===== src/logic/ats_map.vh =====
// Register offsets, field positions and reset values for the sample trigger selector
`ifndef ATS_MAP_VH
`define ATS_MAP_VH
`define ATS_ADDR_W          4
`define ATS_OFF_CTRL_ONE    4'h0
`define ATS_OFF_AUTO_CNT    4'h4
`define ATS_OFF_STATUS      4'h8
`define ATS_BIT_DONE        0
`define ATS_BIT_SAMPLE_ACTIVE_BIT        1
`define ATS_BIT_ASAM        2
`define ATS_BIT_GROUP       4
`define ATS_SEL_LO          5
`define ATS_SEL_HI          7
`define ATS_BIT_ENABLE      15
`define ATS_CTRL_RESET      16'h0000
`define ATS_AUTO_CNT_RESET  8'h1f
`define ATS_CONV_CYCLES     8'h0e
`define ATS_CODE_MANUAL     3'h0
`define ATS_CODE_EXT_INT    3'h1
`define ATS_CODE_TIMER_THREE     3'h2
`define ATS_CODE_SPECIAL    3'h3
`define ATS_CODE_TIMER_FIVE     3'h4
`define ATS_CODE_RESERVED   3'h5
`define ATS_CODE_CHARGE     3'h6
`define ATS_CODE_AUTO       3'h7
`endif


===== src/logic/ats_trigger_select.v =====
// Converter sample trigger source selector with control register
`timescale 1ns/1ns
`default_nettype none
`include "ats_map.vh"

// Overview of operation
// Source select held in bits 7:5
// Group set: codes 0-2 pick PWM generators
// Group set: codes 3-6 pick pattern outputs
// Group clear, code 7: internal counter auto-convert
// Group clear, code 6: charge-time unit triggers
// Group clear, code 4: timer five compare
// Group clear, code 3: PWM special event
// Group clear, code 2: timer three compare
// Group clear, code 1: external pin edge
// Manual: software clearing sample bit converts
// Group bit at position 4 picks table
// Hardware clears sample bit on selected event
// Reserved codes produce no trigger
module ats_trigger_select #(
  parameter CONV_CYCLES = `ATS_CONV_CYCLES
) (
  input  wire                    clk,
  input  wire                    reset,
  input  wire [`ATS_ADDR_W-1:0]  reg_addr,
  input  wire [15:0]             reg_wdata,
  input  wire                    reg_write,
  input  wire                    reg_read,
  output reg  [15:0]             reg_rdata,
  input  wire [2:0]              pwm_gen_trigger,
  input  wire                    pattern_trigger_output_12,
  input  wire                    pattern_trigger_output_13,
  input  wire                    pattern_trigger_output_14,
  input  wire                    pattern_trigger_output_15,
  input  wire                    charge_time_measure_unit,
  input  wire                    timer_five,
  input  wire                    timer_three,
  input  wire                    pwm_special_event,
  input  wire                    external_interrupt_pin_zero,
  output reg                     sample_active,
  output reg                     conversion_start,
  output reg                     converting
);
  reg        module_enable;
  reg [2:0]  trigger_source_select;
  reg        trigger_source_group;
  reg        auto_sample;
  reg        sample_active_bit;
  reg        done_bit;
  reg [7:0]  auto_count_limit;
  reg [7:0]  auto_count;
  reg [7:0]  conv_count;
  reg        event_hit;
  reg        next_sample;
  reg        next_start;
  reg        sw_clear_sample_active_bit;
  reg        sw_set_sample_active_bit;
  wire       ext_rise;
  wire       conv_end;

  // Pin edge comes from outside the clock domain
  ats_edge_sync u_ext_sync (
    .clk        (clk),
    .reset      (reset),
    .pin_in     (external_interrupt_pin_zero),
    .rise_pulse (ext_rise)
  );

  // Table lookup; reserved codes give no event
  function sel_event;
    input       grp;
    input [2:0] code;
    input [2:0] pwm;
    input [3:0] pat;
    input       charge;
    input       t5;
    input       spec;
    input       t3;
    input       ext;
    input       cnt_hit;
    begin
      sel_event = 1'b0;
      if (grp) begin
        case (code)
          3'h0: sel_event = pwm[0];
          3'h1: sel_event = pwm[1];
          3'h2: sel_event = pwm[2];
          3'h3: sel_event = pat[0];
          3'h4: sel_event = pat[1];
          3'h5: sel_event = pat[2];
          3'h6: sel_event = pat[3];
          default: sel_event = 1'b0;
        endcase
      end else begin
        case (code)
          `ATS_CODE_AUTO:     sel_event = cnt_hit;
          `ATS_CODE_CHARGE:   sel_event = charge;
          `ATS_CODE_TIMER_FIVE:   sel_event = t5;
          `ATS_CODE_SPECIAL:  sel_event = spec;
          `ATS_CODE_TIMER_THREE:   sel_event = t3;
          `ATS_CODE_EXT_INT:  sel_event = ext;
          default:            sel_event = 1'b0;
        endcase
      end
    end
  endfunction

  wire manual_mode = ~trigger_source_group &&
                     (trigger_source_select == `ATS_CODE_MANUAL);
  wire ctrl_write  = reg_write && (reg_addr == `ATS_OFF_CTRL_ONE);
  // Enable written in the same cycle as the sample bit must count
  wire enable_now  = ctrl_write ? reg_wdata[`ATS_BIT_ENABLE] : module_enable;
  wire cnt_hit     = (auto_count >= auto_count_limit);

  assign conv_end = converting && (conv_count == 8'h00);

  always @* begin
    event_hit = sel_event(trigger_source_group, trigger_source_select,
                          pwm_gen_trigger,
                          {pattern_trigger_output_15, pattern_trigger_output_14,
                           pattern_trigger_output_13, pattern_trigger_output_12},
                          charge_time_measure_unit, timer_five, pwm_special_event,
                          timer_three, ext_rise, cnt_hit);
    sw_clear_sample_active_bit = ctrl_write && ~reg_wdata[`ATS_BIT_SAMPLE_ACTIVE_BIT];
    sw_set_sample_active_bit   = ctrl_write && reg_wdata[`ATS_BIT_SAMPLE_ACTIVE_BIT];
    next_sample = sample_active_bit;
    next_start  = 1'b0;
    if (module_enable && sample_active_bit) begin
      if (manual_mode && sw_clear_sample_active_bit) begin
        next_sample = 1'b0;
        next_start  = 1'b1;
      end else if (!manual_mode && event_hit) begin
        next_sample = 1'b0;
        next_start  = 1'b1;
      end else if (sw_clear_sample_active_bit) begin
        next_sample = 1'b0;
      end
    end else if (sw_set_sample_active_bit && !converting) begin
      next_sample = 1'b1;
    end
    // Auto-sample restarts sampling once a conversion finishes
    if (conv_end && auto_sample && module_enable) begin
      next_sample = 1'b1;
    end
    if (!enable_now) begin
      next_sample = 1'b0;
      next_start  = 1'b0;
    end
  end

  always @(posedge clk or posedge reset) begin
    if (reset) begin
      module_enable         <= 1'b0;
      trigger_source_select <= 3'h0;
      trigger_source_group  <= 1'b0;
      auto_sample           <= 1'b0;
      auto_count_limit      <= `ATS_AUTO_CNT_RESET;
    end else if (reg_write) begin
      if (reg_addr == `ATS_OFF_CTRL_ONE) begin
        module_enable         <= reg_wdata[`ATS_BIT_ENABLE];
        trigger_source_select <= reg_wdata[`ATS_SEL_HI:`ATS_SEL_LO];
        trigger_source_group  <= reg_wdata[`ATS_BIT_GROUP];
        auto_sample           <= reg_wdata[`ATS_BIT_ASAM];
      end else if (reg_addr == `ATS_OFF_AUTO_CNT) begin
        auto_count_limit <= reg_wdata[7:0];
      end
    end
  end

  // Counter runs only while sampling, so each sample gets a full window
  always @(posedge clk or posedge reset) begin
    if (reset) begin
      auto_count <= 8'h00;
    end else if (!sample_active_bit) begin
      auto_count <= 8'h00;
    end else if (!cnt_hit) begin
      auto_count <= auto_count + 8'h01;
    end
  end

  always @(posedge clk or posedge reset) begin
    if (reset) begin
      sample_active_bit <= 1'b0;
      sample_active     <= 1'b0;
      conversion_start  <= 1'b0;
      converting        <= 1'b0;
      conv_count        <= 8'h00;
      done_bit          <= 1'b0;
    end else begin
      sample_active_bit <= next_sample;
      sample_active     <= next_sample;
      conversion_start  <= next_start;
      if (next_start) begin
        converting <= 1'b1;
        conv_count <= CONV_CYCLES[7:0];
      end else if (conv_end) begin
        converting <= 1'b0;
      end else if (converting) begin
        conv_count <= conv_count - 8'h01;
      end
      // Completion set wins over a software clear in the same cycle
      if (conv_end) begin
        done_bit <= 1'b1;
      end else if (next_start) begin
        done_bit <= 1'b0;
      end else if (ctrl_write && ~reg_wdata[`ATS_BIT_DONE]) begin
        done_bit <= 1'b0;
      end
    end
  end

  always @(posedge clk or posedge reset) begin
    if (reset) begin
      reg_rdata <= 16'h0000;
    end else if (reg_read) begin
      case (reg_addr)
        `ATS_OFF_CTRL_ONE: reg_rdata <= {module_enable, 7'h00, trigger_source_select,
                                         trigger_source_group, 1'b0, auto_sample,
                                         sample_active_bit, done_bit};
        `ATS_OFF_AUTO_CNT: reg_rdata <= {8'h00, auto_count_limit};
        `ATS_OFF_STATUS:   reg_rdata <= {14'h0000, converting, sample_active_bit};
        default:           reg_rdata <= 16'h0000;
      endcase
    end else begin
      reg_rdata <= 16'h0000;
    end
  end
endmodule
`default_nettype wire


===== src/logic/ats_edge_sync.v =====
// Two-stage synchroniser with rising-edge pulse for one asynchronous pin
`timescale 1ns/1ns
`default_nettype none
module ats_edge_sync (
  input  wire clk,
  input  wire reset,
  input  wire pin_in,
  output reg  rise_pulse
);
  reg meta;
  reg stable;
  reg stable_d;

  // Only the second stage feeds the edge detector
  always @(posedge clk or posedge reset) begin
    if (reset) begin
      meta       <= 1'b0;
      stable     <= 1'b0;
      stable_d   <= 1'b0;
      rise_pulse <= 1'b0;
    end else begin
      meta       <= pin_in;
      stable     <= meta;
      stable_d   <= stable;
      rise_pulse <= stable & ~stable_d;
    end
  end
endmodule
`default_nettype wire


===== config.mk =====
export PLATFORM = sky130hd
export DESIGN_NAME = ats_trigger_select
export DESIGN_NICKNAME = d
export VERILOG_FILES = /design/src/logic/ats_trigger_select.v /design/src/logic/ats_edge_sync.v
export VERILOG_INCLUDE_DIRS = /design/src /design/src/logic
export SDC_FILE = /design/constraint.sdc
export NUM_CORES = 1
export LEC_CHECK = 0
export BUFFER_PORTS_ARGS = -buffer_cell sky130_fd_sc_hd__buf_2
export CORE_UTILIZATION = 40
export CTS_CLUSTER_SIZE = 25
export DETAILED_ROUTE_END_ITERATION = 8
export PLACE_DENSITY_LB_ADDON = 0.12
export SYNTH_ARGS = -nofsm -noshare
export SYNTH_HDL_FRONTEND = slang
export SYNTH_SLANG_ARGS = --single-unit

===== constraint.sdc =====
create_clock -name clk -period 5.4 [get_ports clk]
set_clock_uncertainty 0.05 [all_clocks]
set_input_delay 1.08 -clock clk [delete_from_list [all_inputs] [get_ports clk]]
set_output_delay 1.08 -clock clk [all_outputs]
set_load 0.005 [all_outputs]

* Word-level counts from Yosys, hierarchy flattened
Index checks and enable logic that the tools add are counted.
** Word-level totals
- Flip-flop bits (word level) :: 54
- Word-level logic and storage cells :: 89
- Output and inout port bits :: 19
- Bits of input ports :: 36
** Cells by class
- Eq/ne operators :: 13
- Muxes and demuxes :: 27
- Reductions and logical operators :: 24
- Bitwise logic cells :: 6
- Add/sub/neg operators :: 2
- Magnitude comparators :: 1
** Operators by type and width (count)
- $pmux W16 S3 :: 1
- $mux W8 :: 5
- $mux W1 :: 18
- $mux W16 :: 1
- $eq A3 B3 Y1 const B :: 4
- $logic_and A1 B1 Y1 :: 12
- $add A8 B1 Y8 const B :: 1
- $ge A8 B8 Y1 :: 1
- $logic_not A8 Y1 :: 1
- $sub A8 B1 Y8 const B :: 1
- $pmux W1 S7 :: 1
- $eq A3 B2 Y1 const B :: 2
- $ne A6 B3 Y1 const B :: 1
- $pmux W1 S6 :: 1
- $reduce_and A2 Y1 :: 3
- $not A1 Y1 :: 5
- $eq A4 B3 Y1 const B :: 1
- $eq A4 B4 Y1 const B :: 1
- $logic_not A4 Y1 :: 1
- $ne A2 B2 Y1 const B :: 2
- $ne A4 B1 Y1 const B :: 1
- $reduce_bool A2 Y1 :: 2
- $eq A3 B1 Y1 const B :: 1
- $logic_not A3 Y1 :: 1
- 4 further kinds :: 5

* Depth between registers and ports, before layout
- Word-level depth :: 10
- Mapped depth :: 7
- Gate-level depth less buffers :: 7

* Modules after synthesis
From an unflattened synthesis, not the netlist that was laid out.
** Second synthesis, totals
- Cells, all modules :: 270
- Area, all modules :: 2711.4 µm²
** Modules (own cells, without submodules)
- ats_trigger_select :: seq. area each 1082.3 µm², times used 1, cells an instance 264, area each 2593.7 µm²
- ats_edge_sync :: seq. area each 100.1 µm², times used 1, cells an instance 6, area each 117.6 µm²

* Worst setup path before layout
No wires, ideal clock.
- Path kind :: input-to-reg
- Start :: in charge_time_measure_unit
- End :: reg sample_active_bit
- Stages on the path :: 5
- Arrival :: 2211 ps
- Buffers on the path :: 1
- Path slack :: 3018 ps
- Data required time :: 5230 ps
- Setup time :: 120 ps
- Path through :: mux2i_1 -> mux4_2 -> or2_2 -> buf_4 -> a41o_1
** Between the ends
- Longest elaborated chain between the ends :: 8
- Elaborated cells between the ends (all ways) :: 10
- Classes of those cells :: eq/ne (1); mux (7); reduce/logical (2)
** Ends and longest elaborated chain
- start: declaration :: RTL line ats_trigger_select.v:35 : input wire charge_time_measure_unit,
- $pmux W1 S6 (*) :: RTL line ats_trigger_select.v:95 : case (code)
- $mux W1 (*) :: RTL line ats_trigger_select.v:83 : if (grp) begin
- $logic_and A1 B1 Y1 (*) :: RTL line ats_trigger_select.v:132 : end else if (!manual_mode && event_hit) begin
- $mux W1 :: RTL line ats_trigger_select.v:132
- $mux W1 :: RTL line ats_trigger_select.v:129 : if (manual_mode && sw_clear_sample_active_bit) begin
- $mux W1 :: RTL line ats_trigger_select.v:128 : if (module_enable && sample_active_bit) begin
- $mux W1 :: RTL line ats_trigger_select.v:142 : if (conv_end && auto_sample && module_enable) begin
- $mux W1 :: RTL line ats_trigger_select.v:145 : if (!enable_now) begin
- end signal: assignment :: RTL line ats_trigger_select.v:190 : sample_active_bit <= next_sample;
- end: declaration :: RTL line ats_trigger_select.v:48 : reg sample_active_bit;
Every way passes the cells marked *; elsewhere a longest branch is shown, timed or not.
A chain may end at the register's enable or synchronous reset.

* Worst setup path in the final report
- Start :: reg auto_count_limit[0]
- End :: reg conv_count[0]
** Between the ends
- Longest elaborated chain between the ends :: 10
- Elaborated cells between the ends (all ways) :: 12
- Classes of those cells :: order compare (1); eq/ne (1); mux (7); reduce/logical (3)
** Ends and longest elaborated chain
- start: declaration :: RTL line ats_trigger_select.v:50 : reg [7:0] auto_count_limit;
- start signal: assignment :: RTL line ats_trigger_select.v:157 : auto_count_limit <= `ATS_AUTO_CNT_RESET;
- start signal: assignment :: RTL line ats_trigger_select.v:165 : auto_count_limit <= reg_wdata[7:0];
- $ge A8 B8 Y1 (*) :: RTL line ats_trigger_select.v:113 : wire cnt_hit = (auto_count >= auto_count_limit);
- $pmux W1 S6 (*) :: RTL line ats_trigger_select.v:95
- $mux W1 (*) :: RTL line ats_trigger_select.v:83
- $logic_and A1 B1 Y1 (*) :: RTL line ats_trigger_select.v:132
- $mux W1 (*) :: RTL line ats_trigger_select.v:132
- $mux W1 (*) :: RTL line ats_trigger_select.v:129
- $mux W1 (*) :: RTL line ats_trigger_select.v:128
- $mux W1 (*) :: RTL line ats_trigger_select.v:145
- $ne A2 B2 Y1 (no source line) / $reduce_bool A2 Y1 (equally long branches)
- $reduce_and A2 Y1 (no source line)
- end signal: assignment :: RTL line ats_trigger_select.v:195 : conv_count <= CONV_CYCLES[7:0];
- end signal: assignment :: RTL line ats_trigger_select.v:199 : conv_count <= conv_count - 8'h01;
- end: declaration :: RTL line ats_trigger_select.v:52 : reg [7:0] conv_count;
Marked as above.

==> out/metrics.csv <==
metric;value;unit
crit end category;flop;
total congestion overflow;0;
drt first pass iters;7;
initial antenna violation count;0;
prevailing post-synth register cell;dfrtp_1;
CTS tree;built;
DP Worst Slack;2.52;ns
Crit path arrival time;2.81;ns
CTS resizes;0;
Yosys top cell by area;dfrtp_1;
die area;0.00709;mm²
WP data required;5.53;ns
Reg area;0.00118;mm²
setup_tns;0;ns
GRT Util Overall;17.8;%
Die Wd;84.2;µm
diode count;0;
FF-to-FF path depth;6;
die height;84.2;µm
DP Wirelength;4.16;mm
Rel. slew slack;33.3;%
CTS Buf Count;5;
worst reg2reg endpoint;conv_count[0];
layout filler cell count;613;
Critical Path Start Type;flop;
vias after detailed routing;2071;
synthesis-stage register bit count;47;
Fmax;0.373;GHz
worst hold stages;0;
crit path capture;conv_count[0];
DR DRC count;8;
CP Max Fanout;9;
pwr/cell area;274;mW/mm²
Worst Setup SP;auto_count_limit[0];
routed wire length;5.78;mm
Syn. warnings;0;
Max VDD drop;136;µV
top-area cell type share of the netlist area;38.9;%
Avg Cell Area, Syn;9.87;µm²
CTS Hold Bufs;0;
footprint of the multi-input gates;0.00137;mm²
clock insertion delay at the later pin of the skew report;0.30;ns
status;finished with violations;
failing checks;design-rule violations;
Synth area leaders;dfrtp_1 (39%), mux2i_1 (5.9%), dfstp_2 (4.9%);
Least-Margin Pin Slew;0.999;ns
gpl congestion;0.806;
Tmin final;2.68;ns
Slew Limit Fails;0;
WL/cell;14.8;µm
row cnt;29;
post-route setup slack;2.72;ns
fin crit share;49.6;%
kind of critical path;reg -> reg;
Synth Cell Area;0.00270;mm²
P&R area growth vs syn;12.8;%
vias in the first global route;2018;
Final ANT Viol Nets;0;
IO Count;55;
reg2reg start;auto_count_limit[0];
RSZ-0062 raised after global routing;no;
Port Buf Inserts;40;
H-tree depth;2;
largest net degree at the start of global routing;48;
Max Cap Viol;0;
Hold Crit Class;reg -> reg;
Initial Util;42.1;%
async set-or-reset flop fraction in the synthesized netlist;100;%
DRC violation total after the first TritonRoute iteration;120;
sequential area share after synthesis;43.7;%
fin nets;358;
layout cells sized above 1;24.3;%
Setup violations, final;0;
post-CTS setup buffer count;0;
CTS sink count;47;
Final Hold Fails;0;
Worst R2R Setup Slack;2.72;ns
synth unique cells;60;
LEAKAGE;1.45;nW
Clock Path Buffers;2;
synthesized instance count;274;
Clock transition at path regs;0.09;ns
Root Buffer;clkbuf_8;
first-pass GRT wire length;9.99;mm
Via-to-Cell Ratio;5.31;
number of flops mapped to enable cells by yosys;0;
core footprint;0.00642;mm²
[stage by stage]
stage | cells | power, mW | area [µm²] | hold WS (ns) | util (%)
finish | 390 | 0.837 | 3050 | 0.309 | 47.5
global route | 390 | 0.882 | 3050 | 0.324 | 47.5
CTS | 390 | 0.844 | 3050 | 0.312 | 47.5
detailed placement | 382 | 0.573 | 2930 | 0.293 | 45.6
global placement | 382 | 0.572 | 2930 | 0.289 | 45.6
floorplan | 280 | 0.535 | 2730 | 0.281 | -
[power by group]
group | leakage (nW) | internal, mW | switching, mW | total (mW)
Sequential | 0.586 | 0.385 | 0.0329 | 0.418
Combinational | 0.806 | 0.0682 | 0.0804 | 0.149
Clock | 0.0612 | 0.150 | 0.120 | 0.270
Total | 1.45 | 0.603 | 0.234 | 0.837
[critical path, cell delays in order (launching register included)]
cell	delay (ns)
dfstp_2	0.56
ha_1	0.22
nand2b_1	0.14
a2111o_1	0.48
a21oi_4	0.31
o21ai_1	0.33
o41ai_1	0.48
[cell families (layout without fill, tap and decap cells)]
kind of cell	Yosys count	count (layout)	share of synthesized area [%]
simple gates	103	103	19.6
compound gates	47	47	13.8
flops	47	47	43.7
buf+inv	36	69	6.29
mux	26	26	10.5
fa+ha+maj	10	10	4.63
xor+xnor	4	4	1.30
other cells	1	7	0.139
[worst min path at each step]
stage / startpoint / endpoint / slack, ns
3_3_place_gp: u_ext_sync.meta / u_ext_sync.stable / 0.29
2_1_floorplan: u_ext_sync.meta / u_ext_sync.stable / 0.28
6_report: u_ext_sync.meta / u_ext_sync.stable / 0.31
5_1_grt: u_ext_sync.meta / u_ext_sync.stable / 0.32
4_1_cts: u_ext_sync.meta / u_ext_sync.stable / 0.31
3_5_place_dp: u_ext_sync.meta / u_ext_sync.stable / 0.29
[state kept, by name (all words and copies together) (netlist names)]
| register | flops |
|---|---|
| auto_count | 8 |
| auto_count_limit | 8 |
| auto_sample | 1 |
| conv_count | 8 |
| conversion_start | 1 |
| converting | 1 |
| done_bit | 1 |
| module_enable | 1 |
| reg_rdata | 9 |
| sample_active_bit | 1 |
| sel_event.code | 3 |
| sel_event.grp | 1 |
| u_ext_sync.meta | 1 |
| u_ext_sync.rise_pulse | 1 |
| u_ext_sync.stable | 1 |
| u_ext_sync.stable_d | 1 |
[Yosys cell counts (2+ instances only)]
| cell | number |
|---|---|
| a211oi_1 | 2 |
| a21o_1 | 2 |
| a21oi_1 | 6 |
| a2bb2oi_1 | 2 |
| a31oi_1 | 2 |
| a41oi_1 | 2 |
| and3_1 | 3 |
| buf_2 | 4 |
| buf_4 | 8 |
| clkbuf_1 | 2 |
| dfrtp_1 | 42 |
| dfstp_2 | 5 |
| ha_1 | 10 |
| inv_1 | 21 |
| mux2_2 | 9 |
| mux2i_1 | 16 |
| nand2_1 | 34 |
| nand2b_1 | 6 |
| nand3_1 | 9 |
| nand3b_1 | 3 |
| nand4_1 | 4 |
| nor2_1 | 18 |
| nor3_1 | 6 |
| nor3b_1 | 3 |
| o21ai_0 | 10 |
| o21ai_1 | 2 |
| o22ai_1 | 2 |
| o41ai_1 | 3 |
| or2_1 | 3 |
| or2_2 | 3 |
| xnor2_1 | 3 |
[cell usage in the layout (no fill, tap or decap), types with 9 or more instances in the layout]
cell type  synthesis  final
nor2_1            18     18
inv_1             21     20
buf_2              4     40
mux2_2             9      9
ha_1              10     10
dfrtp_1           42     42
o21ai_0           10     10
nand2_1           34     34
nand3_1            9      9
mux2i_1           16     16
[final cells by class]
cell class	instances	share of cell area, %
Multi-Input combinational cell	197	45.1
Timing Repair Buffer	40	6.57
Clock buffer	6	2.71
Clock inverter	2	1.15
Tap cell	77	3.16
Sequential cell	47	38.8
Inverter	21	2.59
[metal layers]
metal | track usage, % | up-vias | share of wire, %
met5 | 0 | - | 0
li1 | - | 1026 | -
met4 | 4.70 | 0 | 0.85
met2 | 26.8 | 55 | 42
met3 | 3.05 | 5 | 5.1
met1 | 26.7 | 985 | 52
(Power assumes the default switching activity.)
